## src/hdl/lts_pkg.sv

```systemverilog
package lts_pkg;
    // clock and register bus geometry
    localparam int CLK_HZ = 200_000_000;
    localparam int CLK_PERIOD_NS = 5;
    localparam int ADDR_W = 3;
    localparam int DATA_W = 32;
    localparam int PERIOD_W = 24;
    localparam int CORR_W = 5;
    localparam int PIX_W = 12;
    localparam int GRAY8_W = 8;
    localparam int ST_W = 4;
    localparam int BLINK_W = 26;

    // register word addresses
    localparam logic [ADDR_W-1:0] REG_CTRL = 3'h0;
    localparam logic [ADDR_W-1:0] REG_LINE_PERIOD = 3'h1;
    localparam logic [ADDR_W-1:0] REG_ALIGN = 3'h2;
    localparam logic [ADDR_W-1:0] REG_OBSERVED = 3'h3;
    localparam logic [ADDR_W-1:0] REG_STATUS = 3'h4;
    localparam logic [ADDR_W-1:0] REG_MASK = 3'h5;
    localparam logic [ADDR_W-1:0] REG_INFO = 3'h6;

    // control field positions
    localparam int CTL_EXT = 0;
    localparam int CTL_SRC = 1;
    localparam int CTL_EDGE = 3;
    localparam int CTL_DIRSRC = 5;
    localparam int CTL_DIR = 7;
    localparam int CTL_ACQ = 8;
    localparam int CTL_FMT12 = 9;

    // status bit positions
    localparam int ST_LINE = 0;
    localparam int ST_DROP = 1;
    localparam int ST_REFUSE = 2;
    localparam int ST_DIRCHG = 3;

    // selector codes
    localparam logic [1:0] SRC_GPIO = 2'h0;
    localparam logic [1:0] SRC_LINK = 2'h1;
    localparam logic [1:0] SRC_ENC = 2'h2;
    localparam logic [1:0] EDGE_RISE = 2'h0;
    localparam logic [1:0] EDGE_FALL = 2'h1;
    localparam logic [1:0] EDGE_ANY = 2'h2;
    localparam logic [1:0] DIRSRC_INT = 2'h0;
    localparam logic [1:0] DIRSRC_GPIO = 2'h1;
    localparam logic [1:0] DIRSRC_ENC = 2'h2;
    localparam logic [1:0] LINK_ONE_FIBRE = 2'h0;
    localparam logic [1:0] LINK_TWO_FIBRE = 2'h1;
    localparam logic [1:0] LINK_COPPER = 2'h2;

    // line-rate ceilings and the least line period in cycles (rounded up)
    localparam int RATE_ONE_FIBRE_HZ = 140_000;
    localparam int RATE_TWO_FIBRE_HZ = 280_000;
    localparam int RATE_COPPER_HZ = 300_000;
    localparam int MINP_ONE = (CLK_HZ + RATE_ONE_FIBRE_HZ - 1) / RATE_ONE_FIBRE_HZ;
    localparam int MINP_TWO = (CLK_HZ + RATE_TWO_FIBRE_HZ - 1) / RATE_TWO_FIBRE_HZ;
    localparam int MINP_COPPER = (CLK_HZ + RATE_COPPER_HZ - 1) / RATE_COPPER_HZ;

    // alignment factor in sixteenths of a row, 1.5 rows at most
    localparam logic [CORR_W-1:0] CORR_MAX = 5'h18;

    // led blink half period
    localparam int BLINK_HALF_NS = 250_000_000;
    localparam int BLINK_HALF_CYCLES = BLINK_HALF_NS / CLK_PERIOD_NS;

    typedef enum logic [2:0] {
        LED_OFF,
        LED_RED,
        LED_RED_BLINK,
        LED_ORANGE_BLINK,
        LED_GREEN_BLINK,
        LED_GREEN
    } led_mode_e;
endpackage : lts_pkg

```

## src/hdl/line_trigger_scan_control.sv

```systemverilog
`timescale 1ns/1ps
// Summary of operation
// - led shows off, red, blinking red, blinking orange, green blinking or steady green
// - internal mode fires lines from a timer set by the line period
// - external mode takes gpio one, the grabber, or the encoder as source
// - external edges qualified as rising, falling or both
// - triggers above the ceiling are dropped; lines run at most at it
// - the spacing of qualified triggers, dropped ones included, is measured and readable
// - the ceiling follows link lanes: 140, 280 or 300 kHz
// - a zero rate stops lines cleanly, with no partial line
// - direction comes from a setting, gpio two, or the encoder
// - internal direction source uses the software direction bit
// - a direction switch completes well under one millisecond
// - per-row delays follow the current scan direction
// - alignment factor in sixteenths of a row, from 0 to 1.5
// - alignment factor changes refused while acquisition runs
// - pixels leave as 8-bit or 12-bit gray
module line_trigger_scan_control #(
    parameter int ROWS = 4,
    parameter int DLY_W = 8,
    parameter int BLINK_HALF = lts_pkg::BLINK_HALF_CYCLES
) (
    input wire logic clock,
    input wire logic rstn,
    input wire logic ce,
    input wire logic [lts_pkg::ADDR_W-1:0] address,
    input wire logic read,
    input wire logic write,
    input wire logic [lts_pkg::DATA_W-1:0] writedata,
    output logic [lts_pkg::DATA_W-1:0] readdata,
    output logic waitrequest,
    input wire logic gpioLine1,
    input wire logic gpioLine2,
    input wire logic grabberTrigger,
    input wire logic [1:0] linkConfig,
    input wire logic selfTestFail,
    input wire logic overTemp,
    input wire logic booting,
    input wire logic hostReady,
    input wire logic linkUp,
    input wire logic [lts_pkg::PIX_W-1:0] pixelIn,
    input wire logic pixelInValid,
    output logic lineTrigger,
    output logic scanForward,
    output logic [ROWS-1:0][DLY_W-1:0] rowDelay,
    output logic [lts_pkg::PIX_W-1:0] pixelOut,
    output logic pixelOutValid,
    output logic ledRed,
    output logic ledGreen,
    output logic irq
);
    import lts_pkg::*;

    typedef struct packed {
        logic ack;
        logic [DATA_W-1:0] rdata;
        logic triggerOriginSelect;
        logic [1:0] externalTriggerInputSelect;
        logic [1:0] triggerEdgeSelect;
        logic [1:0] directionOriginSelect;
        logic internalDirectionSetting;
        logic acq;
        logic fmt12;
        logic [PERIOD_W-1:0] period;
        logic [PERIOD_W-1:0] tmr;
        logic [PERIOD_W-1:0] holdoff;
        logic [PERIOD_W-1:0] since;
        logic [PERIOD_W-1:0] observedLineFrequency;
        logic [CORR_W-1:0] rowAlignmentFactor;
        logic [ST_W-1:0] status;
        logic [ST_W-1:0] mask;
        logic lvlPrev;
        logic fwd;
        logic line;
        logic [ROWS-1:0][DLY_W-1:0] dly;
        logic [PIX_W-1:0] pix;
        logic pixV;
        logic [BLINK_W-1:0] blink;
        logic blinkOn;
        led_mode_e led;
        logic ledR;
        logic ledG;
    } state_s;
    state_s q;
    state_s d;

    logic [1:0] pinSync;
    logic encStep;
    logic encFwd;
    logic trigLevel;
    logic rise;
    logic fall;
    logic extTrig;
    logic intTrig;
    logic trigQual;
    logic accept;
    logic wrHit;
    logic dirSel;
    logic [ST_W-1:0] stSet;
    logic [ST_W-1:0] stClr;
    logic [PERIOD_W-1:0] minPeriod;

    // both gpio pins synchronised before anything looks at them
    pin_sync #(.W(2)) u_sync (
        .clock(clock),
        .rstn(rstn),
        .ce(ce),
        .pinIn({gpioLine2, gpioLine1}),
        .pinSync(pinSync)
    );

    // encoder fed from both synchronised pins
    quad_decoder u_quad (
        .clock(clock),
        .rstn(rstn),
        .ce(ce),
        .phaseA(pinSync[0]),
        .phaseB(pinSync[1]),
        .step(encStep),
        .forward(encFwd)
    );

    // least line period for the present link
    always_comb begin
        case (linkConfig)
            LINK_TWO_FIBRE: minPeriod = PERIOD_W'(MINP_TWO);
            LINK_COPPER: minPeriod = PERIOD_W'(MINP_COPPER);
            default: minPeriod = PERIOD_W'(MINP_ONE);
        endcase
    end

    // external trigger source and edge qualification
    always_comb begin
        case (q.externalTriggerInputSelect)
            SRC_LINK: trigLevel = grabberTrigger;
            default: trigLevel = pinSync[0];
        endcase
        rise = trigLevel & ~q.lvlPrev;
        fall = ~trigLevel & q.lvlPrev;
        case (q.triggerEdgeSelect)
            EDGE_FALL: extTrig = fall;
            EDGE_ANY: extTrig = rise | fall;
            default: extTrig = rise;
        endcase
        if (q.externalTriggerInputSelect == SRC_ENC) begin
            extTrig = encStep;
        end
    end

    // direction source
    always_comb begin
        case (q.directionOriginSelect)
            DIRSRC_GPIO: dirSel = pinSync[1];
            DIRSRC_ENC: dirSel = encFwd;
            default: dirSel = q.internalDirectionSetting;
        endcase
    end

    assign intTrig = (q.period != '0) && (q.tmr >= q.period - 1'b1);
    assign trigQual = q.triggerOriginSelect ? extTrig : intTrig;
    assign accept = trigQual & q.acq & (q.holdoff == '0);
    assign wrHit = write & q.ack & ce;

    // next state of the whole block
    always_comb begin
        d = q;
        d.ack = (read | write) & ~q.ack;
        d.lvlPrev = trigLevel;
        d.line = accept;
        d.pixV = 1'b0;
        stSet = '0;
        stClr = '0;
        // internal timer; a zero period halts it cleanly
        if (q.period == '0 || intTrig) begin
            d.tmr = '0;
        end else begin
            d.tmr = q.tmr + 1'b1;
        end
        // holdoff enforces the line-rate ceiling
        if (accept) begin
            d.holdoff = minPeriod - 1'b1;
        end else if (q.holdoff != '0) begin
            d.holdoff = q.holdoff - 1'b1;
        end
        // spacing of qualified triggers, dropped ones included, saturating
        if (trigQual) begin
            d.observedLineFrequency = q.since + 1'b1;
            d.since = '0;
        end else if (q.since != '1) begin
            d.since = q.since + 1'b1;
        end
        stSet[ST_LINE] = accept;
        stSet[ST_DROP] = trigQual & q.acq & ~accept;
        // direction takes effect on the next edge
        d.fwd = dirSel;
        stSet[ST_DIRCHG] = dirSel ^ q.fwd;
        for (int i = 0; i < ROWS; i++) begin
            if (q.fwd) begin
                d.dly[i] = DLY_W'(q.rowAlignmentFactor * i);
            end else begin
                d.dly[i] = DLY_W'(q.rowAlignmentFactor * (ROWS - 1 - i));
            end
        end
        // pixel format
        if (pixelInValid) begin
            d.pixV = 1'b1;
            if (q.fmt12) begin
                d.pix = pixelIn;
            end else begin
                d.pix = PIX_W'(pixelIn[PIX_W-1 -: GRAY8_W]);
            end
        end
        // register reads are captured in the wait cycle
        if (read & ~q.ack) begin
            case (address)
                REG_CTRL: d.rdata = DATA_W'({q.fmt12, q.acq, q.internalDirectionSetting,
                    q.directionOriginSelect, q.triggerEdgeSelect,
                    q.externalTriggerInputSelect, q.triggerOriginSelect});
                REG_LINE_PERIOD: d.rdata = DATA_W'(q.period);
                REG_ALIGN: d.rdata = DATA_W'(q.rowAlignmentFactor);
                REG_OBSERVED: d.rdata = DATA_W'(q.observedLineFrequency);
                REG_STATUS: d.rdata = DATA_W'(q.status);
                REG_MASK: d.rdata = DATA_W'(q.mask);
                REG_INFO: d.rdata = DATA_W'({q.led, linkConfig, q.fwd});
                default: d.rdata = '0;
            endcase
        end
        // register writes take effect at the ack edge
        if (wrHit) begin
            case (address)
                REG_CTRL: begin
                    d.triggerOriginSelect = writedata[CTL_EXT];
                    d.externalTriggerInputSelect = writedata[CTL_SRC +: 2];
                    d.triggerEdgeSelect = writedata[CTL_EDGE +: 2];
                    d.directionOriginSelect = writedata[CTL_DIRSRC +: 2];
                    d.internalDirectionSetting = writedata[CTL_DIR];
                    d.acq = writedata[CTL_ACQ];
                    d.fmt12 = writedata[CTL_FMT12];
                end
                REG_LINE_PERIOD: d.period = writedata[PERIOD_W-1:0];
                REG_ALIGN: begin
                    if (q.acq) begin
                        stSet[ST_REFUSE] = 1'b1;
                    end else if (writedata[CORR_W-1:0] > CORR_MAX
                                 || writedata[DATA_W-1:CORR_W] != '0) begin
                        d.rowAlignmentFactor = CORR_MAX;
                    end else begin
                        d.rowAlignmentFactor = writedata[CORR_W-1:0];
                    end
                end
                REG_STATUS: stClr = writedata[ST_W-1:0];
                REG_MASK: d.mask = writedata[ST_W-1:0];
                default: ;
            endcase
        end
        // sticky status; a set in the clearing cycle wins
        d.status = (q.status & ~stClr) | stSet;
        // led mode by priority
        if (selfTestFail) begin
            d.led = LED_RED;
        end else if (overTemp) begin
            d.led = LED_RED_BLINK;
        end else if (booting) begin
            d.led = LED_ORANGE_BLINK;
        end else if (!hostReady) begin
            d.led = LED_OFF;
        end else if (linkUp) begin
            d.led = LED_GREEN;
        end else begin
            d.led = LED_GREEN_BLINK;
        end
        if (32'(q.blink) >= BLINK_HALF - 1) begin
            d.blink = '0;
            d.blinkOn = ~q.blinkOn;
        end else begin
            d.blink = q.blink + 1'b1;
        end
        case (q.led)
            LED_RED: {d.ledR, d.ledG} = 2'h2;
            LED_RED_BLINK: {d.ledR, d.ledG} = {q.blinkOn, 1'b0};
            LED_ORANGE_BLINK: {d.ledR, d.ledG} = {2{q.blinkOn}};
            LED_GREEN_BLINK: {d.ledR, d.ledG} = {1'b0, q.blinkOn};
            LED_GREEN: {d.ledR, d.ledG} = 2'h1;
            default: {d.ledR, d.ledG} = 2'h0;
        endcase
    end

    always_ff @(posedge clock) begin
        if (!rstn) begin
            q <= '0;
        end else if (ce) begin
            q <= d;
        end
    end

    // outputs
    assign waitrequest = (read | write) & ~(q.ack & ce);
    assign readdata = q.rdata;
    assign lineTrigger = q.line;
    assign scanForward = q.fwd;
    assign rowDelay = q.dly;
    assign pixelOut = q.pix;
    assign pixelOutValid = q.pixV;
    assign ledRed = q.ledR;
    assign ledGreen = q.ledG;
    assign irq = |(q.status & q.mask);

    // helper: cycles since the last line trigger
    logic [PERIOD_W-1:0] gapCnt;
    always_ff @(posedge clock) begin
        if (!rstn) begin
            gapCnt <= '1;
        end else if (ce) begin
            if (q.line) begin
                gapCnt <= PERIOD_W'(1);
            end else if (gapCnt != '1) begin
                gapCnt <= gapCnt + 1'b1;
            end
        end
    end
endmodule : line_trigger_scan_control

```

## src/hdl/pin_sync.sv

```systemverilog
`timescale 1ns/1ps
module pin_sync #(
    parameter int W = 2
) (
    input wire logic clock,
    input wire logic rstn,
    input wire logic ce,
    input wire logic [W-1:0] pinIn,
    output logic [W-1:0] pinSync
);
    typedef struct packed {
        logic [W-1:0] stage1;
        logic [W-1:0] stage2;
    } sync_s;
    sync_s q;
    sync_s d;

    // two flops per pin; only the second stage is read
    always_comb begin
        d.stage1 = pinIn;
        d.stage2 = q.stage1;
    end

    always_ff @(posedge clock) begin
        if (!rstn) begin
            q <= '0;
        end else if (ce) begin
            q <= d;
        end
    end

    assign pinSync = q.stage2;
endmodule : pin_sync

```

## src/hdl/quad_decoder.sv

```systemverilog
`timescale 1ns/1ps
module quad_decoder (
    input wire logic clock,
    input wire logic rstn,
    input wire logic ce,
    input wire logic phaseA,
    input wire logic phaseB,
    output logic step,
    output logic forward
);
    typedef struct packed {
        logic prevA;
        logic step;
        logic forward;
    } quad_s;
    quad_s q;
    quad_s d;

    // one step per rising phase a; phase b level gives the direction
    always_comb begin
        d = q;
        d.prevA = phaseA;
        d.step = phaseA & ~q.prevA;
        if (phaseA & ~q.prevA) begin
            d.forward = ~phaseB;
        end
    end

    always_ff @(posedge clock) begin
        if (!rstn) begin
            q <= '0;
        end else if (ce) begin
            q <= d;
        end
    end

    assign step = q.step;
    assign forward = q.forward;
endmodule : quad_decoder

```

## config.mk

```make
export PLATFORM = sky130hd
export DESIGN_NAME = line_trigger_scan_control
export DESIGN_NICKNAME = d
export VERILOG_FILES = /design/src/hdl/lts_pkg.sv /design/src/hdl/line_trigger_scan_control.sv /design/src/hdl/pin_sync.sv /design/src/hdl/quad_decoder.sv
export SDC_FILE = /design/constraint.sdc
export NUM_CORES = 1
export LEC_CHECK = 0
export ABC_AREA = 0
export BUFFER_PORTS_ARGS = -buffer_cell sky130_fd_sc_hd__buf_2
export CAP_MARGIN = 20
export CELL_PAD_IN_SITES_DETAIL_PLACEMENT = 1
export CELL_PAD_IN_SITES_GLOBAL_PLACEMENT = 2
export CORE_UTILIZATION = 30
export CTS_CLUSTER_SIZE = 10
export DETAILED_ROUTE_END_ITERATION = 10
export MAX_ROUTING_LAYER = met4
export PLACE_DENSITY_LB_ADDON = 0.1
export SLEW_MARGIN = 20
export SYNTH_ARGS = -nofsm -noshare
export SYNTH_HDL_FRONTEND = slang
export SYNTH_SLANG_ARGS = --single-unit
```

## constraint.sdc

```tcl
create_clock -name clock -period 9.4 [get_ports clock]
set_clock_uncertainty 0.05 [all_clocks]
set_input_delay 0.94 -clock clock [delete_from_list [all_inputs] [get_ports clock]]
set_output_delay 0.94 -clock clock [all_outputs]
set_load 0.005 [all_outputs]
```

==> results.json <==
{
  "status": "finished clean",
  "synth_warnings": 0,
  "cap_violations": 0,
  "grt_start_max_net_pins": 64,
  "slew_viol_final": 0,
  "finalCriticalPeriod_ps": 5902,
  "hold_path_class": "flip-flop to flip-flop",
  "initial_core_util_pct": 30.73,
  "p_int_w": 0.001908,
  "ys_async_sr_fraction_pct": 0,
  "postRouteAntennaNets": 0,
  "fin_hold_ws_ps": 389.5,
  "viasPerCell": 5.013,
  "cts_resized": 0,
  "slew_headroom_pct": 28.48,
  "layout_common_cells": "247 x dfxtp_1, 224 x nor2_1, 144 x nand2_1",
  "wirelength_um": 40060,
  "setup_slack_ps": 3498,
  "globalplace.congestion": 0.7769,
  "cp_max_fo": 7,
  "cts_tree": "yes",
  "num_rows": 74,
  "drive_gt1_share_pct": 14.02,
  "dp_slack_ps": 3497,
  "die_height_um": 207.7,
  "rsz0062_at_grt": "false",
  "worstPathArrival_ps": 6290,
  "syn_avg_cell_area_sq_um": 8.399,
  "end_kind": "flip-flop",
  "portBuffers": 131,
  "drt_iter0_drc": 498,
  "setup_violations": 0,
  "grt_pass1_vias": 10890,
  "dr.pass1.iters": 4,
  "startpoint_type": "flip-flop",
  "p_clk_share_pct": 41.2,
  "nets": 1656,
  "dp_hpwl_um": 29120,
  "vias": 10540,
  "hold_buffers": 0,
  "powerDensity_nw_per_um2": 187.8,
  "switchingPower_w": 0.0007669,
  "irDropWorstVdd_uv": 114.8,
  "p_sw_share_pct": 28.67,
  "syn_inst": 1511,
  "core_sq_um": 41290,
  "wire_per_inst_um": 19.06,
  "p_comb_share_pct": 15.9,
  "path_class": "flip-flop to flip-flop",
  "ys_seq_area_share_pct": 38.96,
  "worstMarginPinSlew_ps": 1071,
  "area_delta_synth_final_pct": 12.22,
  "power.leakage_nw": 5.662,
  "die_w_um": 207.7,
  "cts_sinks": 247,
  "drc": 0,
  "synth_area_sq_um": 12690,
  "synth_edf_count": 0,
  "grt_pass1_wl_um": 63940,
  "htreeDepth": 1,
  "post-route-period-util_pct": 62.78,
  "clk_latency_ps": 570,
  "synth_ff_type": "dfxtp_1",
  "antenna_found_initial": 0,
  "max_freq_mhz": 169.4,
  "clockBufferDepth": 3,
  "setup_tns_ps": 0,
  "power_w": 0.002675,
  "post_cts_buffers": 0,
  "path_clk_slew_ps": 50,
  "ys_ff_latch": 247,
  "io_pins": 146,
  "seq_power_share_pct": 42.8,
  "cts_made_buffers": 31,
  "cp.required_ps": 9790,
  "nFillCells": 4908,
  "grt_usage_pct": 19.22,
  "cts-root-buf": "clkbuf_16",
  "yosysUniqueCellTypes": 77,
  "die_area_sq_um": 43130,
  "final-hold-violation-count": 0,
  "overflow": 0,
  "final_common_cell": "dfxtp_1"
}
[layer usage]
layer | share of wire, % | vias to the layer above | track usage, % | wire, um
li1 | - | 5336 | - | -
met1 | 50 | 5070 | 26.11 | 20070
met5 | 0 | - | - | 0
met3 | 2.2 | 44 | 2.148 | 863
met2 | 46 | 87 | 30.81 | 18340
met4 | 2.0 | 0 | 3.780 | 784
[sequential cells by signal, indices dropped and copies added, names as in the netlist]
register / cells
lineTrigger: 1
ledRed: 1
u_quad.q: 1
q: 175
u_quad.forward: 1
ledGreen: 1
rowDelay: 24
u_sync.d: 2
scanForward: 1
pixelOutValid: 1
readdata: 24
u_quad.step: 1
u_sync.pinSync: 2
pixelOut: 12
[logic make-up after synthesis]
family,Yosys count,synth area share (%)
AND/OR/NAND/NOR,587,21.59
multiplexers,62,5.077
AO/OA/AOI/OAI,301,16.14
XOR/XNOR,92,6.349
buffers and inverters,178,7.552
other,1,0.02955
adder cells (fa/ha/maj),43,4.299
flip-flops,247,38.96
[per-stage QoR]
step / instances / area [sq um] / util, %
2_1_floorplan: 1524 / 12740 / -
3_3_place_gp: 2049 / 13320 / 32.26
3_5_place_dp: 2049 / 13320 / 32.26
4_1_cts: 2101 / 14240 / 34.48
5_1_grt: 2101 / 14240 / 34.48
6_report: 2102 / 14240 / 34.49
[layout make-up]
| class | count | area [sq um] | area share [%] |
|---|---|---|---|
| Clock buffer | 49 | 903.4 | 6.343 |
| Timing Repair Buffer | 143 | 745.7 | 5.236 |
| Sequential cell | 247 | 4945 | 34.72 |
| Tap cell | 532 | 665.6 | 4.674 |
| Antenna cell | 1 | 2.502 | 0.01757 |
| Inverter | 28 | 107.6 | 0.7556 |
| Clock inverter | 3 | 15.01 | 0.1054 |
| Multi-Input combinational cell | 1099 | 6857 | 48.15 |
[worst paths after layout]
check	start	endpoint	slack, ps	depth (start not counted)
worst max-delay path	q[191]	q[163]	3500	22
worst min-delay path	q[164]	q[164]	390	2
worst max register to register	q[191]	q[163]	3500	22
worst min register to register	q[164]	q[164]	390	2
[cell usage after synthesis, types with 17 or more instances]
| library cell | number | area share, % |
|---|---|---|
| a21o_1 | 21 | 1.2 |
| a211oi_1 | 38 | 2.2 |
| nand3_1 | 45 | 1.8 |
| o21ai_0 | 32 | 1.3 |
| dfxtp_1 | 247 | 39 |
| mux2i_1 | 43 | 3.4 |
| nor2b_1 | 17 | 0.84 |
| a22oi_1 | 38 | 2.2 |
| xnor2_1 | 46 | 3.2 |
| inv_1 | 27 | 0.80 |
| nor3_1 | 29 | 1.1 |
| ha_1 | 42 | 4.1 |
| buf_4 | 76 | 4.5 |
| nor2_1 | 225 | 6.7 |
| nor4_1 | 22 | 1.1 |
| xor2_1 | 46 | 3.2 |
| clkbuf_1 | 61 | 1.8 |
| nand4_1 | 18 | 0.89 |
| a21oi_1 | 91 | 3.6 |
| nand2_1 | 144 | 4.3 |
| mux2_2 | 18 | 1.6 |
[power by group through the flow]
stage | Combinational [W] | Sequential [W] | Clock [W]
finish | 0.000426 | 0.00115 | 0.00110
global route | 0.000480 | 0.00115 | 0.00119
detailed placement | 0.000429 | 0.00117 | 0
floorplan | 0.000328 | 0.00115 | 0
CTS | 0.000431 | 0.00115 | 0.00114
global placement | 0.000427 | 0.00117 | 0
[critical path, stage by stage, from the launching register on]
cell	delay (ps)
dfxtp_1	360
nor4_1	430
nor4b_2	710
nand3_1	190
nor4_1	370
and3b_1	240
xnor2_1	130
ha_1	260
nand4_1	140
nor2_1	60
a22oi_1	250
o211ai_1	260
o211ai_1	470
nor2_1	80
nor2_1	110
ha_1	190
nand2b_1	110
nor3_1	400
o311ai_1	280
nor2_1	300
nand3b_1	130
xor2_1	150
nor2_1	50
No activity file was read; power rests on OpenSTA's default activity.
